===== config.mk =====
export PLATFORM = sky130hd
export DESIGN_NAME = arm_rule_match
export DESIGN_NICKNAME = d
export VERILOG_FILES = /design/src/shared/arm_pkg.sv /design/src/shared/arm_cnt_if.sv /design/src/rtl/arm_counter.sv /design/src/rtl/arm_rule_match.sv
export SDC_FILE = /design/constraint.sdc
export NUM_CORES = 1
export LEC_CHECK = 0
export BUFFER_PORTS_ARGS = -buffer_cell sky130_fd_sc_hd__buf_2
export CAP_MARGIN = 10
export CORE_UTILIZATION = 35
export CTS_CLUSTER_DIAMETER = 200
export DETAILED_ROUTE_END_ITERATION = 8
export SYNTH_ARGS = -nofsm -noshare
export SYNTH_HDL_FRONTEND = slang
export SYNTH_HIERARCHICAL = 1
export SYNTH_SLANG_ARGS = --single-unit

===== constraint.sdc =====
create_clock -name sys_clk -period 11 [get_ports sys_clk]
set_input_delay 0.55 -clock sys_clk [delete_from_list [all_inputs] [get_ports sys_clk]]
set_output_delay 0.55 -clock sys_clk [all_outputs]
set_load 0.01 [all_outputs]

===== src/shared/arm_pkg.sv =====
// Constants and types for the rule match enable block
package arm_pkg;
	// ==========================================
	// Rule byte offsets
	localparam logic [7:0] OFS_CTRL = 8'h01;
	localparam logic [7:0] OFS_FIELD = 8'h02;
	localparam logic [7:0] OFS_TYPE = 8'h08;
	localparam logic [7:0] OFS_MASK = 8'h06;
	localparam logic [7:0] OFS_PROTO = 8'h0A;
	localparam logic [7:0] OFS_COUNT = 8'h0A;
	localparam logic [7:0] OFS_FWD = 8'h0C;
	localparam logic [7:0] OFS_STAT_HI = 8'h0E;
	localparam logic [7:0] OFS_STAT_LO = 8'h0F;
	localparam int NUM_BYTES = 16;
	// ==========================================
	// Control byte field positions
	localparam int POS_MODE = 4;
	localparam int POS_ENB = 2;
	localparam int POS_SIDE = 1;
	localparam int POS_POL = 0;
	localparam logic [7:0] CTRL_WMASK = 8'h3F;
	localparam logic [7:0] RESET_BYTE = 8'h00;
	// Forward byte bit positions
	localparam int POS_UNIT_MS = 4;
	localparam int POS_COUNT_UP = 3;
	localparam int COUNT_W = 11;
	// ==========================================
	// Timing
	localparam int CLK_NS = 50;
	localparam int US_NS = 1000;
	localparam int MS_NS = 1000000;
	localparam int US_CYCLES = US_NS / CLK_NS;
	localparam int MS_CYCLES = MS_NS / CLK_NS;
	// ==========================================
	// Encodings
	typedef enum logic [1:0] {MODE_OFF, MODE_L2, MODE_L3, MODE_L4} arm_mode_type;
	typedef enum logic [1:0] {ENB_COUNT, ENB_MAC_A, ENB_MAC_B, ENB_BOTH} arm_enb_type;
endpackage


===== src/shared/arm_cnt_if.sv =====
// Link between the rule matcher and its packet counter
`timescale 1ns/100ps
interface arm_cnt_if;
	logic run;
	logic unit_ms;
	logic count_up;
	logic [arm_pkg::COUNT_W-1:0] limit;
	logic hit;
	logic irq;
	logic [arm_pkg::COUNT_W-1:0] count;
	modport ctl (output run, output unit_ms, output count_up, output limit, output hit, input irq, input count);
	modport cnt (input run, input unit_ms, input count_up, input limit, input hit, output irq, output count);
endinterface


===== src/rtl/arm_counter.sv =====
// Packet timer and packet counter of one rule
`timescale 1ns/100ps
module arm_counter
#(
	parameter int MS_CYCLES = arm_pkg::MS_CYCLES
)
(
	input wire logic sys_clk,
	input wire logic rst_sync_n,
	arm_cnt_if.cnt bus
);
	localparam int PRE_W = $clog2(MS_CYCLES + 1);

	if (MS_CYCLES < arm_pkg::US_CYCLES)
		$error("MS_CYCLES must not be below the microsecond count");

	typedef struct packed {
		logic active;
		logic irq;
		logic [PRE_W-1:0] pre;
		logic [arm_pkg::COUNT_W-1:0] count;
	} arm_cnt_state_type;

	arm_cnt_state_type s;
	arm_cnt_state_type next_s;
	logic [PRE_W-1:0] unit_last;

	// ==========================================
	// Counting
	always_comb
	begin
		next_s = s;
		next_s.irq = 1'b0;
		unit_last = bus.unit_ms ? PRE_W'(MS_CYCLES - 1) : PRE_W'(arm_pkg::US_CYCLES - 1);
		if (!bus.run)
		begin
			next_s.active = 1'b0;
			next_s.pre = '0;
			next_s.count = '0;
		end
		else if (bus.count_up)
		begin
			next_s.active = 1'b0;
			if (bus.hit)
			begin
				if ({1'b0, s.count} + 12'h001 >= {1'b0, bus.limit})
				begin
					next_s.irq = 1'b1;
					next_s.count = '0;
				end
				else
					next_s.count = s.count + 11'h001;
			end
		end
		else if (bus.hit)
		begin
			next_s.count = bus.limit;
			next_s.active = (bus.limit != '0);
			next_s.pre = '0;
		end
		else if (s.active)
		begin
			if (s.pre >= unit_last)
			begin
				next_s.pre = '0;
				if (s.count <= 11'h001)
				begin
					next_s.count = '0;
					next_s.active = 1'b0;
					next_s.irq = 1'b1;
				end
				else
					next_s.count = s.count - 11'h001;
			end
			else
				next_s.pre = s.pre + PRE_W'(1);
		end
	end

	always_ff @(posedge sys_clk or negedge rst_sync_n)
	begin
		if (!rst_sync_n)
			s <= '0;
		else
			s <= next_s;
	end

	assign bus.irq = s.irq;
	assign bus.count = s.count;

	// ==========================================
	// Checks
	property p_up_wrap;
		@(posedge sys_clk) disable iff (!rst_sync_n)
		bus.run && bus.count_up && bus.hit && ({1'b0, s.count} + 12'h001 >= {1'b0, bus.limit})
		|=> s.irq && s.count == '0;
	endproperty
	a_up_wrap: assert property (p_up_wrap) else $error("count-up terminal did not interrupt and clear");

	property p_load;
		@(posedge sys_clk) disable iff (!rst_sync_n)
		bus.run && !bus.count_up && bus.hit |=> s.count == $past(bus.limit) && !s.irq;
	endproperty
	a_load: assert property (p_load) else $error("countdown not loaded from limit");

	property p_expire;
		@(posedge sys_clk) disable iff (!rst_sync_n)
		bus.run && !bus.count_up && !bus.hit && s.active && s.count == 11'h001 && s.pre >= unit_last
		|=> s.irq && !s.active ##1 !s.irq;
	endproperty
	a_expire: assert property (p_expire) else $error("countdown expiry gave no single interrupt");

	property p_unit;
		@(posedge sys_clk) disable iff (!rst_sync_n)
		bus.run && !bus.unit_ms && s.active |-> s.pre < PRE_W'(arm_pkg::US_CYCLES);
	endproperty
	a_unit: assert property (p_unit) else $error("microsecond prescaler overran");
endmodule


===== src/rtl/arm_rule_match.sv =====
// Rule entry bytes, match enable decoding and packet test of one rule
`timescale 1ns/100ps
module arm_rule_match
#(
	parameter int MS_CYCLES = arm_pkg::MS_CYCLES
)
(
	input wire logic sys_clk,
	input wire logic rst_n,
	input wire logic reg_wr,
	input wire logic reg_rd,
	input wire logic [7:0] reg_addr,
	input wire logic [7:0] reg_wdata,
	output logic [7:0] reg_rdata,
	output logic reg_rvalid,
	input wire logic pkt_valid,
	input wire logic [47:0] pkt_da,
	input wire logic [47:0] pkt_sa,
	input wire logic [15:0] pkt_type,
	input wire logic [31:0] pkt_ip_addr,
	input wire logic [7:0] pkt_ip_proto,
	input wire logic [31:0] pkt_tcp_seq,
	output logic rule_hit,
	output logic count_irq
);
	if (MS_CYCLES < 2)
		$error("MS_CYCLES too small");

	typedef struct packed {
		logic [arm_pkg::NUM_BYTES-1:0][7:0] bytes;
		logic [7:0] rdata;
		logic rvalid;
		logic hit;
	} arm_state_type;

	arm_state_type s;
	arm_state_type next_s;
	logic [1:0] rst_sync;
	logic rst_sync_n;
	arm_cnt_if cbus ();

	// ==========================================
	// Reset release
	always_ff @(posedge sys_clk or negedge rst_n)
	begin
		if (!rst_n)
			rst_sync <= 2'b00;
		else
			rst_sync <= {rst_sync[0], 1'b1};
	end
	assign rst_sync_n = rst_sync[1];

	// ==========================================
	// Field helpers
	function automatic logic [15:0] word16(input logic [arm_pkg::NUM_BYTES-1:0][7:0] b, input logic [7:0] ofs);
		word16 = {b[ofs[3:0]], b[ofs[3:0] + 4'h1]};
	endfunction

	function automatic logic [31:0] word32(input logic [arm_pkg::NUM_BYTES-1:0][7:0] b, input logic [7:0] ofs);
		word32 = {word16(b, ofs), word16(b, ofs + 8'h02)};
	endfunction

	logic [7:0] ctrl;
	arm_pkg::arm_mode_type mode;
	arm_pkg::arm_enb_type match_enable_select;
	logic side_sa;
	logic pol_equal;
	logic [47:0] rule_mac;
	logic [47:0] pkt_mac;
	logic mac_eq;
	logic type_eq;
	logic ip_eq;
	logic seq_eq;
	logic cmp;
	logic test_on;
	logic [15:0] limit_word;

	assign ctrl = s.bytes[arm_pkg::OFS_CTRL[3:0]];
	assign mode = arm_pkg::arm_mode_type'(ctrl[arm_pkg::POS_MODE +: 2]);
	assign match_enable_select = arm_pkg::arm_enb_type'(ctrl[arm_pkg::POS_ENB +: 2]);
	assign side_sa = ctrl[arm_pkg::POS_SIDE];
	assign pol_equal = ctrl[arm_pkg::POS_POL];
	assign rule_mac = {word16(s.bytes, arm_pkg::OFS_FIELD), word32(s.bytes, arm_pkg::OFS_FIELD + 8'h02)};
	assign pkt_mac = side_sa ? pkt_sa : pkt_da;
	assign mac_eq = (pkt_mac == rule_mac);
	assign type_eq = (pkt_type == word16(s.bytes, arm_pkg::OFS_TYPE));
	assign ip_eq = ((pkt_ip_addr & word32(s.bytes, arm_pkg::OFS_MASK))
		== (word32(s.bytes, arm_pkg::OFS_FIELD) & word32(s.bytes, arm_pkg::OFS_MASK)))
		|| (pkt_ip_proto == s.bytes[arm_pkg::OFS_PROTO[3:0]]);
	assign seq_eq = (pkt_tcp_seq == word32(s.bytes, arm_pkg::OFS_FIELD));

	// ==========================================
	// Packet test selection
	always_comb
	begin
		cmp = 1'b0;
		test_on = 1'b0;
		case (mode)
			arm_pkg::MODE_L2:
			begin
				test_on = 1'b1;
				case (match_enable_select)
					arm_pkg::ENB_MAC_A: cmp = mac_eq;
					arm_pkg::ENB_MAC_B: cmp = mac_eq;
					default: cmp = mac_eq && type_eq;
				endcase
			end
			arm_pkg::MODE_L3:
			begin
				test_on = (match_enable_select == arm_pkg::ENB_MAC_A);
				cmp = ip_eq;
			end
			arm_pkg::MODE_L4:
			begin
				test_on = (match_enable_select == arm_pkg::ENB_BOTH);
				cmp = seq_eq;
			end
			default:
			begin
				test_on = 1'b0;
				cmp = 1'b0;
			end
		endcase
	end

	// ==========================================
	// Indirect byte access and hit register
	always_comb
	begin
		next_s = s;
		next_s.rvalid = reg_rd;
		next_s.hit = pkt_valid && test_on && (cmp == pol_equal);
		if (reg_wr && reg_addr < arm_pkg::OFS_STAT_HI)
		begin
			if (reg_addr == arm_pkg::OFS_CTRL)
				next_s.bytes[reg_addr[3:0]] = reg_wdata & arm_pkg::CTRL_WMASK;
			else
				next_s.bytes[reg_addr[3:0]] = reg_wdata;
		end
		if (reg_rd)
		begin
			if (reg_addr == arm_pkg::OFS_STAT_HI)
				next_s.rdata = {5'h00, cbus.count[10:8]};
			else if (reg_addr == arm_pkg::OFS_STAT_LO)
				next_s.rdata = cbus.count[7:0];
			else if (reg_addr < arm_pkg::OFS_STAT_HI)
				next_s.rdata = s.bytes[reg_addr[3:0]];
			else
				next_s.rdata = 8'h00;
		end
	end

	always_ff @(posedge sys_clk or negedge rst_sync_n)
	begin
		if (!rst_sync_n)
			s <= '0;
		else
			s <= next_s;
	end

	// ==========================================
	// Counter configuration
	assign cbus.run = (mode == arm_pkg::MODE_L2) && (match_enable_select == arm_pkg::ENB_COUNT);
	assign cbus.unit_ms = s.bytes[arm_pkg::OFS_FWD[3:0]][arm_pkg::POS_UNIT_MS];
	assign cbus.count_up = s.bytes[arm_pkg::OFS_FWD[3:0]][arm_pkg::POS_COUNT_UP];
	assign limit_word = word16(s.bytes, arm_pkg::OFS_COUNT);
	assign cbus.limit = limit_word[arm_pkg::COUNT_W-1:0];
	assign cbus.hit = s.hit;

	arm_counter #(.MS_CYCLES(MS_CYCLES)) u_counter
	(
		.sys_clk(sys_clk),
		.rst_sync_n(rst_sync_n),
		.bus(cbus.cnt)
	);

	assign reg_rdata = s.rdata;
	assign reg_rvalid = s.rvalid;
	assign rule_hit = s.hit;
	assign count_irq = cbus.irq;

	// ==========================================
	// Checks
	property p_off;
		@(posedge sys_clk) disable iff (!rst_sync_n)
		pkt_valid && mode == arm_pkg::MODE_OFF |=> !rule_hit;
	endproperty
	a_off: assert property (p_off) else $error("disabled rule produced a hit");

	property p_l3_reserved;
		@(posedge sys_clk) disable iff (!rst_sync_n)
		pkt_valid && mode == arm_pkg::MODE_L3 && match_enable_select == arm_pkg::ENB_COUNT |=> !rule_hit;
	endproperty
	a_l3_reserved: assert property (p_l3_reserved) else $error("reserved layer-3 select hit");

	property p_source_side;
		@(posedge sys_clk) disable iff (!rst_sync_n)
		pkt_valid && mode == arm_pkg::MODE_L2 && match_enable_select == arm_pkg::ENB_MAC_A && pol_equal
		&& side_sa && pkt_sa == rule_mac |=> rule_hit;
	endproperty
	a_source_side: assert property (p_source_side) else $error("source MAC match missed");

	property p_mac_type;
		@(posedge sys_clk) disable iff (!rst_sync_n)
		pkt_valid && mode == arm_pkg::MODE_L2 && match_enable_select == arm_pkg::ENB_BOTH && pol_equal
		&& !type_eq |=> !rule_hit;
	endproperty
	a_mac_type: assert property (p_mac_type) else $error("type mismatch still hit");

	property p_seq;
		@(posedge sys_clk) disable iff (!rst_sync_n)
		pkt_valid && mode == arm_pkg::MODE_L4 && match_enable_select == arm_pkg::ENB_BOTH
		|=> rule_hit == ($past(seq_eq) == $past(pol_equal));
	endproperty
	a_seq: assert property (p_seq) else $error("sequence compare wrong");

	property p_polarity;
		@(posedge sys_clk) disable iff (!rst_sync_n)
		pkt_valid && mode == arm_pkg::MODE_L2 && match_enable_select == arm_pkg::ENB_MAC_B && !pol_equal
		&& mac_eq |=> !rule_hit;
	endproperty
	a_polarity: assert property (p_polarity) else $error("differ polarity hit on equal");

	property p_count_feed;
		@(posedge sys_clk) disable iff (!rst_sync_n)
		pkt_valid && cbus.run && mac_eq && type_eq && pol_equal
		|=> cbus.hit ##1 (cbus.irq || cbus.count != 11'h000 || cbus.limit == 11'h000 || !$past(cbus.run));
	endproperty
	a_count_feed: assert property (p_count_feed) else $error("counting match not passed on");
endmodule


# After elaboration in Yosys (flattened, before gate mapping)
# Index checks and enable logic that the tools add are counted.
[word_totals]
ff_bits = 168
out_inout_bits = 11
[op_classes]
add_sub_neg = 4
bitwise_logic = 2
n_eq_ne = 19
n_mux = 34
n_reduce_logical = 12
order_cmp = 6
[op_table]
columns = ["cell", "n"]
rows = [
  ["$bwmux W128", 2],
  ["$mux W128", 1],
  ["$and A32 B32 Y32", 2],
  ["$eq A32 B32 Y1", 2],
  ["$mux W11", 5],
  ["$mux W26", 2],
  ["$eq A48 B48 Y1", 1],
  ["$mux W48", 1],
  ["$mux W15", 3],
  ["$mux W8", 5],
  ["$bmux W8 S4", 1],
  ["$demux W8 S4", 1],
  ["$mux W28", 1],
  ["$eq A16 B16 Y1", 1],
  ["$eq A8 B4 Y1 const B", 2],
  ["$add A15 B1 Y15 const B", 1],
  ["$ge A15 B15 Y1", 1],
  ["$add A11 B1 Y12 const B", 1],
  ["$ge A12 B11 Y1", 1],
  ["$add A11 B1 Y11 const B", 1],
  ["$le A11 B1 Y1 const B", 1],
  ["$reduce_bool A11 Y1", 1],
  ["$sub A11 B1 Y11 const B", 1],
  ["$ne A3 B3 Y1 const B", 3],
  ["18 further kinds", 36],
]

# Depth between registers and ports, before layout
# Gate-level depths: netlist of the first run.
[depth]
word_depth = 7
mapped_depth = 12
ltp_nobuf = 11

# By module
# Netlist of the first run, hierarchy kept.
[modules_own_cells]
columns = ["mod", "n_inst", "cells_per_inst", "area_each_um2"]
rows = [
  ["arm_rule_match", 1, 684, 8421.8],
  ["arm_counter", 1, 294, 2573.7],
]

# Least setup slack after synthesis of the first run
# Ideal clock, no wire load.
[synth_path]
path_kind = "register to register"
from = "reg u_counter.s (netlist bit u_counter/bus.count[3])"
to = "reg u_counter.s (netlist bit u_counter/bus.irq)"
arrival_time_ns = 2.738
setup_time_ns = 0.119
path_stages_with_launch = 13
setup_slack_ns = 8.143
path_buffers = 1
path_cell_list = "dfrtp_1 clkbuf_1 nand2_1 nor2_1 and3_1 xor2_1 ha_1 a21oi_1 o211ai_1 a31oi_2 nand3_1 and3_1 o21a_1"
[synth_rtl]
columns = ["element", "line_no", "rtl"]
rows = [
  ["from (decl)", "arm_counter.sv:24", "arm_cnt_state_type s;"],
  ["from (signal assigned)", "arm_counter.sv:85", "s <= next_s;"],
]

# Final worst setup path of the first run
[layout_path]
from = "reg u_counter.s (netlist bit u_counter/bus.count[0])"
to = "reg u_counter.s (netlist bit u_counter/bus.count[4])"
[layout_between]
elab_chain_len = 7
[layout_lines]
columns = ["element", "line_no", "rtl"]
rows = [
  ["parallel branches: the longest is 5 deep, another holds $add A11 B1 Y12", "--", ""],
  ["$mux W11 (*)", "arm_counter.sv:41", "else if (bus.count_up)"],
  ["$mux W26 (*)", "arm_counter.sv:35", "if (!bus.run)"],
]
# Mark *: on every way between the ends. The select of a mux whose other input is x is not followed.
# A chain may end at the register's enable or synchronous reset.

==> metrics.md, run 1 <==
| Metric | Value |
|---|---|
| Vias/cell | 5.56 |
| Status | finished with violations |
| Gate Count Post-Synth | 978 |
| Worst path bufs/invs | 0 |
| Post-Syn Nets | 1207 |
| Final Hold Viols | 0 |
| Post-Syn Area per Cell | 11.2 sq um |
| WL final | 36.9 mm |
| Multi-input gate area | 6290 sq um |
| Max-slew headroom | 34.7% |
| Pre-CTS WS | 7670 ps |
| Share of layout cells above drive strength 1 | 35.1% |
| GRT Total Usage | 23.7% |
| Nature of the critical path startpoint | flop |
| Initial Utilization | 35.8% |
| Worst Clk Skew | 15.5 ps |
| Final instance area | 12800 sq um |
| Height of the die | 179 um |
| CP Capture Type | flop |
| CP Data Arrival Time | 3810 ps |
| Clk_lat worst skew | 440 ps |
| LEAKAGE | 5.79 nW |
| Sequential Area | 4210 sq um |
| Crit path max fanout | 12 |
| Worst R2R Start | u_counter/bus.count[0] |
| Synth Cell Area | 11000 sq um |
| GP Congestion | 0.911 |
| Die Width | 179 um |
| Worst path max stage delay | 560 ps |
| Area of the core | 30700 sq um |
| Hold Path Class | reg -> async |
| I/O pin count | 216 |
| FF-to-FF path depth | 11 |
| Die area | 32100 sq um |
| Slowest CP cell | dfrtp_1 |
| Fillers | 3040 |
| Synthesized flop and latch total | 168 |
| Site row count | 64 |
| Vias in the first global route | 8622 |
| Post-DP HPWL | 28.5 mm |
| Period utilisation layout | 31.2% |
| IO Port Bufs | 215 |
| Non-Filler Instances | 1552 |
| CTS tree | done |
| Tot Pwr | 1.52 mW |
| Synth Warn # | 6 |
| Crit Reg-Reg Endpoint | u_counter/bus.count[4] |
| Reg2reg setup slack | 7560 ps |
| Synthesis-to-finish area growth | 16.6% |
| Largest net degree at the start of global routing | 69 |
| Req. time, crit path | 11380 ps |
| Sequential fraction of the synthesis area | 38.2% |
| # nets final | 1372 |
| Worst-Margin Slew | 979 ps |
| Fin Hold WS | 319 ps |
| Clock sink count | 168 |
| First-pass GRT wire length | 55.1 mm |
| Final worst path period need | 3440 ps |
| Antenna-violating nets left | 0 |
| Setup TNS | 0 ps |
| DP Area | 12200 sq um |
| Placed Cells | 1519 |
| Worst-case clock buffer depth | 2 |
| Vias after detailed routing | 8626 |
| Fraction of registers with async set/reset | 100% |
| Initial drt markers | 809 |
| RSZ-0062 raised after global routing | false |
| Clock-pin slew on the worst setup and hold paths | 70 ps |
| Max Slew Vio Count | 0 |
| Antenna diodes | 0 |
| DR pass1 iterations | 7 |
| Critical Path, Cell by Cell | ha_1 -> and3_1 -> nand3_1 -> xnor2_1 -> ha_1 -> a21oi_1 -> o211ai_1 -> a31oi_2 -> nand3_1 -> nor4b_1 -> a211o_1 |
| H-tree depth | 4 |
| Critical path's top delay family | simple AND/OR/NAND/NOR gates |
| Commonest non-fill, non-tap cell in the layout | buf_2 |
| Routed length per instance | 23.8 um |
| Root Driver | clkbuf_16 |
| Post-synth top flop | dfrtp_1 |
| Setup WS post-layout | 7560 ps |
| Max VDD drop | 0.106 mV |
| Fmax | 0.291 GHz |
| Final setup fails | 0 |
| Initial antenna violation count | 0 |
| Most frequent cells in the layout | buf_2, dfrtp_1, mux2_2, xnor2_1, xor2_1 |
| GRT overflow | 0 |
| DRC | 6 |
| Violated checks | DRC |
| Max Cap Viol | 0 |
| Layout Utilization | 41.7% |
| Power per cell area | 119 nW/um^2 |
| CTS buffer count | 17 |
| Unique masters post-synth | 71 |
| Number of synthesized flops with an enable pin | 0 |
| Worst setup path class | reg -> reg |
per-layer routing:
metal / global-route usage, % / vias up / part of all wire (%) / wire length [um]
li1: - / 3915 / - / -
met1: 33.9 / 4346 / 45 / 16500
met2: 36.3 / 334 / 46 / 16900
met3: 5.17 / 31 / 8.0 / 2950
met4: 5.50 / 0 / 1.5 / 572
met5: 0 / - / 0 / 0
final cells by class:
cell class,count,area share [%]
multi-input cells,709,49.1
flip-flops and latches,168,32.8
repair buffers,220,8.71
well taps,396,3.86
clock buffers,18,3.35
clock inverters,14,1.41
inverters,27,0.791
worst reg2reg max path, delay by kind of cell (launching register included):
kind / cells / cell delay (ps)
simple gates: 4 / 1070
fa+ha+maj: 2 / 640
compound gates: 4 / 850
xor+xnor: 1 / 260
flops: 1 / 560
worst max path at each step:
stage | start | to | slack, ps | cells past startpoint
2_1_floorplan | rst_sync[1] | async pin | 5970 | 0
3_3_place_gp | u_counter/bus.count[0] | u_counter/bus.irq | 7730 | 11
3_5_place_dp | u_counter/bus.count[0] | u_counter/bus.irq | 7670 | 11
4_1_cts | u_counter/bus.count[0] | u_counter/bus.irq | 7650 | 11
5_1_grt | u_counter/bus.count[4] | u_counter/bus.count[4] | 7330 | 11
6_report | u_counter/bus.count[0] | u_counter/bus.count[4] | 7560 | 11
kinds of logic (layout without fill, tap and decap cells):
group | count (synthesis) | count (layout) | share of synthesized area [%]
fa+ha+maj | 24 | 24 | 2.73
simple gates | 215 | 215 | 10.7
buf+inv | 101 | 279 | 4.57
other cells | 1 | 1 | 0.0341
compound gates | 121 | 121 | 8.26
mux | 186 | 186 | 22.6
flops | 168 | 168 | 38.2
xor+xnor | 162 | 162 | 12.9
Yosys cell counts, drive strengths merged (11+ instances only):
cell	instances	area, sq um
dfrtp	168	4200
mux2	96	1080
xnor2	82	718
xor2	80	701
mux2i	50	500
nand2	45	169
nor2	41	169
mux4	40	901
clkbuf	38	144
buf	36	258
nand3	32	160
inv	27	101
nor4	27	199
o21ai	26	130
ha	24	300
a21oi	17	85.1
nand4	17	106
and3	11	68.8
power by group:
group | switching [mW] | internal, mW | total, mW
combinational | 0.110 | 0.103 | 0.213
sequential | 0.0415 | 0.639 | 0.680
clock | 0.285 | 0.345 | 0.630
repair_timing:
| item | in CTS | in global routing |
|---|---|---|
| gates resized for setup | 0 | 0 |
| hold buffers | 1 | 0 |
| hold endpoints to repair | 2 | 0 |
| setup buffers | 0 | 0 |
No activity file was read; power rests on OpenSTA's default activity.
==> inputs of run 2 (changes only) <==
Settings changed: ABC_AREA set to 1.
Clock period 11 ns to 2.8 ns, I/O delays scaled along.
==> run 2 against run 1 <==
  * The run now ends clean
  * Clock skew barely moved
  * First-iteration DRC count rose by 52%
  * Worst setup slack got worse by 7200 ps
  * Non-clock buffer count rose by 32
==> metrics.md, run 2 <==
| Metric | Value |
|---|---|
| Vias after detailed routing | 12500 (+45%) |
| Slowest CP cell | dfrtp_1 |
| Die Width | 188 um (+4.7%) |
| Clock-pin slew on the worst setup and hold paths | 70 ps (about the same) |
| Period utilisation layout | 88.6% (+57 points) |
| CP Data Arrival Time | 2790 ps (-1020 ps) |
| GRT Total Usage | 26.1% (+2.3 points) |
| CP Capture Type | flop |
| Root Driver | clkbuf_16 |
| Worst-case clock buffer depth | 2 (unchanged) |
| Die area | 35200 sq um (+9.6%) |
| DRC | 0 (-6) |
| Layout Utilization | 41.5% (-0.18 points) |
| Area of the core | 33700 sq um (+9.6%) |
| Top-area cell type share of the netlist area | 34.9% (-3.4 points) |
| Crit path max fanout | 7 (-5) |
| Synth Cell Area | 12100 sq um (+9.7%) |
| Synth top cells by count | nand2_1, inv_1, dfrtp_1, nand3_1, nor2_1 |
| Worst setup path class | reg -> reg |
| Setup TNS | 0 ps (unchanged) |
| Critical Path Most Common Cell | nand2_1 |
| Height of the die | 188 um (+4.7%) |
| Fraction of registers with async set/reset | 100% (unchanged) |
| Max VDD drop | 0.433 mV (+310%) |
| Synthesis-to-finish area growth | 16.0% |
| Power per cell area | 419 nW/um^2 (+250%) |
| Antenna-violating nets left | 0 (unchanged) |
| Antenna diodes | 0 (unchanged) |
| Post-DP HPWL | 35.9 mm (+26%) |
| Initial drt markers | 1233 (+52%) |
| Critical Path, Cell by Cell | nand2_1 -> nor3_4 -> nand3_1 -> nand2_1 -> nand2_1 -> ha_1 -> inv_1 -> nor2_1 -> nand2_1 -> nand2_1 -> nor2_2 -> buf_4 -> nand3_1 -> nand2_1 -> nand3_1 -> nand2_1 |
| Fmax | 0.403 GHz (+38%) |
| Worst path max stage delay | 500 ps (-60 ps) |
| Synthesized flop and latch total | 168 (unchanged) |
| WL final | 45.5 mm (+23%) |
| Share of layout cells above drive strength 1 | 17.2% (-18 points) |
| GRT overflow | 0 (unchanged) |
| Commonest non-fill, non-tap cell in the layout | nand2_1 |
| Initial Utilization | 35.8% (about the same) |
| GP Congestion | 0.964 (+5.8%) |
| Nature of the critical path startpoint | flop |
| # nets final | 2216 (+62%) |
| DR pass1 iterations | 6 (-1) |
| Status | finished, final reports clean |
| Gate Count Post-Synth | 1815 (+86%) |
| Vias/cell | 5.13 (-7.8%) |
| Synth area leader | dfrtp_1 |
| Final worst path period need | 2480 ps (-955 ps) |
| Final setup fails | 0 (unchanged) |
| Hold Path Class | in -> reg |
| Final Hold Viols | 0 (unchanged) |
| Max Cap Viol | 0 (unchanged) |
| CTS buffer count | 17 (unchanged) |
| Post-synth top flop | dfrtp_1 |
| H-tree depth | 4 (unchanged) |
| Site row count | 67 (+4.7%) |
| Placed Cells | 2412 (+59%) |
| Routed length per instance | 18.6 um (-22%) |
| Synth Warn # | 6 (unchanged) |
| Sequential fraction of the synthesis area | 34.9% (-3.4 points) |
| Unique masters post-synth | 47 (-34%) |
| Number of synthesized flops with an enable pin | 0 (unchanged) |
| RSZ-0062 raised after global routing | false |
| Most numerous cell in the Yosys netlist | nand2_1 |
| CTS tree | done |
| Clock sink count | 168 (unchanged) |
| Most frequent cells in the layout | nand2_1, buf_2, inv_1, dfrtp_1, nand3_1 |
| I/O pin count | 216 (unchanged) |
| Largest net degree at the start of global routing | 50 (-28%) |
| Synth area leaders | dfrtp_1, nand2_1, nand3_1, inv_1, o21ai_1 |
| Req. time, crit path | 3110 ps (-8270 ps) |
| LEAKAGE | 7.07 nW (+22%) |
| Post-Syn Nets | 2044 (+69%) |
| Max-slew headroom | 42.3% (+7.5 points) |
| Max Slew Vio Count | 0 (unchanged) |
| Non-Filler Instances | 2447 (+58%) |
| Vias in the first global route | 11900 (+39%) |
| Worst-Margin Slew | 865 ps (-114 ps) |
| Initial antenna violation count | 0 (unchanged) |
| Worst Clk Skew | 15.6 ps (+0.137 ps) |
| First-pass GRT wire length | 70.0 mm (+27%) |
| Clk_lat worst skew | 430 ps (about the same) |
| IO Port Bufs | 215 (unchanged) |
| Post-Syn Area per Cell | 6.64 sq um (-41%) |
## run 2: what timing repair did
action                                  in CTS  in global routing
hold buffers                                 3                  0
endpoints found under the hold margin        4                  0
resized for setup                            0                  5
endpoints found under the setup margin       0                 12
buffers inserted                             0                  1
## run 2: worst paths after layout
check | startpoint | cells after the start | slack (ps) | to
max reg2reg | u_counter/bus.count[6] | 16 | 320 | u_counter/bus.count[2]
max in group asynchronous | rst_sync[1] | 1 | 1530 | async pin
max | u_counter/bus.count[6] | 16 | 320 | u_counter/bus.count[2]
min reg2reg | rst_sync[0] | 0 | 350 | rst_sync[1]
min in group asynchronous | rst_sync[1] | 0 | 410 | cbus.limit[7]
min | reg_wdata[7] | 3 | 60 | s[121]
## run 2: kinds of logic (layout without fill, tap and decap cells)
| family | count (synthesis) | after routing | synth area share [%] |
|---|---|---|---|
| buffers and inverters | 288 | 472 | 10.7 |
| AOI/OAI and AO/OA | 275 | 275 | 12.7 |
| xor gates and xnor gates | 43 | 43 | 3.12 |
| other | 1 | 1 | 0.0311 |
| DFF | 168 | 168 | 34.9 |
| adders and majority gates | 24 | 24 | 2.49 |
| and+or+nand+nor | 1016 | 1016 | 36.1 |
## run 2: through the flow
stage / power (mW) / hold slack [ps] / worst slack (ps) / cell area [sq um]
3_3_place_gp: 3.59 / -68.5 / 289 / 13400
3_5_place_dp: 3.60 / -67.9 / 247 / 13400
6_report: 5.86 / 64.1 / 319 / 14000
4_1_cts: 5.88 / 57.5 / 210 / 14000
2_1_floorplan: 3.16 / -156 / 21.9 / 12100
5_1_grt: 6.12 / 58.3 / 11.8 / 14000
## run 2: routing by layer
metal	up-vias	wire length [um]	track usage (%)
li1	6144	-	-
met1	5892	20900	36.8
met2	459	20500	41.4
met3	49	3300	4.34
met4	0	770	6.25
met5	-	0	0
## run 2: critical path, delay by kind of cell (launching register included)
| kind | cells | cell delay, ps |
|---|---|---|
| fa+ha+maj | 1 | 340 |
| flops | 1 | 500 |
| simple gates | 13 | 1310 |
| buf+inv | 2 | 210 |
## run 2: report_power, final
part           total (mW)  internal, mW  leakage, nW  switching, mW
sequential           2.62          2.50         2.31          0.118
combinational       0.953         0.337         4.49          0.616
clock                2.29          1.18        0.276           1.11
## run 2: layout make-up
type / instances / area [sq um]
multi-input cells: 1359 / 6580
inverters: 189 / 714
fillers: 3639 / 19700
flip-flops and latches: 168 / 4210
repair buffers: 252 / 1370
clock inverters: 13 / 111
well taps: 448 / 561
clock buffers: 18 / 439
==> inputs of run 3 (changes only) <==
Settings changed: SYNTH_HIERARCHICAL 1 to unset.
==> run 3 against run 2 <==
  * Routed wire length up 2.8%
  * Design area up 3.4%
  * Sequential share of layout area down 1.0 points
  * Via count up 4.3%
  * Critical path depth up 2
  * First-iteration DRC count up 12%
==> metrics.md, run 3 <==
| Metric | Value |
|---|---|
| Worst R2R Start | u_counter.bus.count[0] |
| Pre-CTS WS | -318 ps (-566 ps) |
| Post-DP HPWL | 36.7 mm (+2.3%) |
| Hold Path Class | in -> reg |
| Critical Path Most Common Cell | nand2_1 |
| Root Driver | clkbuf_16 |
| IO Port Bufs | 215 (unchanged) |
| Initial antenna violation count | 0 (unchanged) |
| Sequential fraction of the synthesis area | 34.8% (-0.097 points) |
| Clock power frac | 41.2% (+2.1 points) |
| Crit path max fanout | 6 (-1) |
| # nets final | 2289 (+3.3%) |
| Max Cap Viol | 0 (unchanged) |
| Initial Utilization | 35.8% (about the same) |
| CP Data Arrival Time | 3020 ps (+230 ps) |
| Fmax | 0.379 GHz (-6.0%) |
| Area of the core | 33800 sq um (+0.25%) |
| Routed length per instance | 18.6 um (-0.17%) |
| Initial drt markers | 1382 (+12%) |
| Worst path bufs/invs | 2 (unchanged) |
| Hold Crit Depth | 4 (+1) |
| Commonest non-fill, non-tap cell in the layout | nand2_1 |
| Synth area leader | dfrtp_1 |
| Synth Warn # | 0 (-6) |
| Largest net degree at the start of global routing | 49 (-2.0%) |
| Setup WS post-layout | 161 ps (-157 ps) |
| Antenna diodes | 0 (unchanged) |
| Clk_lat worst skew | 440 ps (about the same) |
| Power per cell area | 428 nW/um^2 (+2.2%) |
| GRT Total Usage | 26.7% (+0.59 points) |
| Final setup fails | 0 (unchanged) |
| First-pass GRT wire length | 71.9 mm (+2.8%) |
| Synthesized flop and latch total | 168 (unchanged) |
| Crit Reg-Reg Endpoint | u_counter.bus.count[2] |
| Most frequent cells in the layout | nand2_1, inv_1, buf_2, dfrtp_1, nand3_1 |
| P_int | 4.24 mW (+5.4%) |
| Synthesis-to-finish area growth | 19.6% |
| Layout Utilization | 42.8% (+1.3 points) |
| Share of layout cells above drive strength 1 | 16.9% (-0.23 points) |
| Post-synth top flop | dfrtp_1 |
| Vias/cell | 5.19 (+1.3%) |
| Worst Clk Skew | 17.1 ps (+1.42 ps) |
| Synth Cell Area | 12100 sq um (+0.28%) |
| Period utilisation layout | 94.2% (+5.6 points) |
| Hold Crit Endpoint | rule_hit |
| RSZ-0062 raised after global routing | true |
| Hold_sp | pkt_valid |
| Critical path's top delay family | simple AND/OR/NAND/NOR gates |
| GRT overflow | 0 (unchanged) |
| Fraction of registers with async set/reset | 100% (unchanged) |
| Max-slew headroom | 40.7% (-1.6 points) |
| Fin Hold WS | 120 ps (+56.4 ps) |
| Worst-Margin Slew | 889 ps (+24.1 ps) |
| Worst setup path class | reg -> reg |
| Site row count | 67 (unchanged) |
| Status | finished, final reports clean |
| Clock-pin slew on the worst setup and hold paths | 70 ps (about the same) |
| Req. time, crit path | 3180 ps (+70 ps) |
| Worst-case clock buffer depth | 2 (unchanged) |
| Vias after detailed routing | 13100 (+4.3%) |
| CP Capture Type | flop |
| Final instance area | 14500 sq um (+3.4%) |
| LEAKAGE | 7.37 nW (+4.2%) |
| Die area | 35300 sq um (+0.28%) |
| DR pass1 iterations | 6 (unchanged) |
| DRC | 0 (unchanged) |
| CTS tree | done |
| Fillers | 3572 (-1.8%) |
| Post-Syn Area per Cell | 6.50 sq um (-2.1%) |
| CTS buffer count | 17 (unchanged) |
| Placed Cells | 2482 (+2.9%) |
| Clock sink count | 168 (unchanged) |
| WL final | 46.8 mm (+2.8%) |
| Vias in the first global route | 12400 (+4.0%) |
| Nature of the critical path startpoint | flop |
| Logic pwr share | 16.6% (+0.4 points) |
| Final worst path period need | 2640 ps (+157 ps) |
| Max VDD drop | 0.409 mV (-5.6%) |
| Switching power share of the total | 31.6% (+0.18 points) |
| Worst path max stage delay | 410 ps (-90 ps) |
| Sequential fraction of design power | 42.2% (-2.4 points) |
| DP Area | 13700 sq um (+2.0%) |
| Post-Syn Nets | 2089 (+2.2%) |
| Gate Count Post-Synth | 1860 (+2.5%) |
| Number of synthesized flops with an enable pin | 0 (unchanged) |
| Die Width | 188 um (+0.14%) |
| H-tree depth | 4 (unchanged) |
| Top-area cell type share of the netlist area | 34.8% (-0.097 points) |
| GP Congestion | 0.925 (-4.1%) |
| Synth top cells by count | nand2_1, inv_1, dfrtp_1, nand3_1, nor2_1 |
| Slowest CP cell | dfrtp_1 |
| Non-Filler Instances | 2521 (+3.0%) |
| Synth area leaders | dfrtp_1, nand2_1, inv_1, nand3_1, o21ai_1 |
| Max Slew Vio Count | 0 (unchanged) |
| Reg2reg setup slack | 160 ps (-160 ps) |
| FF-to-FF path depth | 18 (+2) |
| Unique masters post-synth | 43 (-8.5%) |
| Height of the die | 188 um (+0.14%) |
| I/O pin count | 216 (unchanged) |
| Most numerous cell in the Yosys netlist | nand2_1 |
| Final Hold Viols | 0 (unchanged) |
| P_sw | 1.96 mW (+6.2%) |
| Antenna-violating nets left | 0 (unchanged) |
| Critical Path, Cell by Cell | ha_4 -> nand2_2 -> nor2_2 -> inv_1 -> nor3_2 -> buf_4 -> nand4_1 -> xor2_2 -> ha_4 -> nand2_4 -> nor2_4 -> o21ai_2 -> nand2_2 -> nor2_4 -> nand3_1 -> nand2_1 -> nand2_1 -> nand2_1 |
==> run 3: changes by cell type in the layout (fill, tap and decap cells not counted), moves of 6 or more <==
cell,previous run,this run
a21oi_1,35,24
a22oi_1,17,8
buf_4,33,47
inv_1,175,231
nand2_1,667,673
nand2_2,14,7
o211ai_1,1,8
o21ai_0,72,63
o221ai_1,10,0
o22ai_1,20,48
xor2_1,23,32
==> run 3: cell type report <==
cell class | count | area, sq um | share of cell area [%]
tap | 448 | 561 | 3.88
sequential | 168 | 4210 | 29.1
inverter | 240 | 906 | 6.26
multi-input combinational | 1365 | 6660 | 46.0
clock inverter | 15 | 198 | 1.37
timing repair buffer | 268 | 1510 | 10.4
clock buffer | 17 | 425 | 2.94
==> run 3: logic make-up (layout without fill, tap and decap cells) <==
group                    Yosys count  after routing  share of synthesized area, %
AND/OR/NAND/NOR                 1018           1019                          35.5
buffers and inverters            328            540                          11.2
AO/OA/AOI/OAI                    271            271                          12.3
flip-flops                       168            168                          34.8
XOR/XNOR                          50             50                          3.62
adder cells (fa/ha/maj)           24             24                          2.48
other                              1              1                        0.0310
==> run 3: repair_timing <==
item	CTS	global route
buffers inserted	0	3
hold buffers	3	0
hold endpoints to repair	3	0
resized for setup	2	26
pin swaps	0	13
gates cloned	0	1
endpoints found under the setup margin	12	12
==> run 3: how the worst max path moves through the flow <==
stage	startpoint	to	slack, ps	cells after the start
detailed placement	u_counter.bus.count[0]	u_counter.bus.irq	-320	17
CTS	u_counter.bus.count[0]	u_counter.bus.irq	70	17
floorplan	rst_sync[1]	async pin	20	0
global route	u_counter.bus.count[0]	u_counter.bus.count[5]	-40	18
finish	u_counter.bus.count[0]	u_counter.bus.count[2]	160	18
global placement	u_counter.bus.count[0]	u_counter.bus.count[10]	-280	18
==> run 3: power groups by stage <==
stage	clock network, mW	logic [mW]	registers, mW
4_1_cts	2.58	0.993	2.61
3_3_place_gp	0	0.972	2.66
2_1_floorplan	0	0.541	2.64
6_report	2.55	1.03	2.61
5_1_grt	2.68	1.14	2.62
3_5_place_dp	0	0.980	2.66
==> run 3: through the flow <==
step	TNS [ps]	total power, mW
after global placement	-3280	3.63
after detailed placement	-3440	3.64
final	0	6.19
after CTS	0	6.18
after floorplan	0	3.18
after global routing	-229	6.44
==> run 3: tightest hold or removal path, stage by stage <==
cell and delay (ps):
buf_2 130, a21boi_0 130, nand2_1 60, nor2_1 50
==> run 3: per-layer routing <==
metal,share of wire (%),vias up,track usage (%),wire [um]
li1,-,6299,-,-
met1,45,6144,37.9,20900
met2,45,570,42.1,20900
met3,8.3,74,3.41,3880
met4,2.5,0,7.75,1160
met5,0,-,0,0
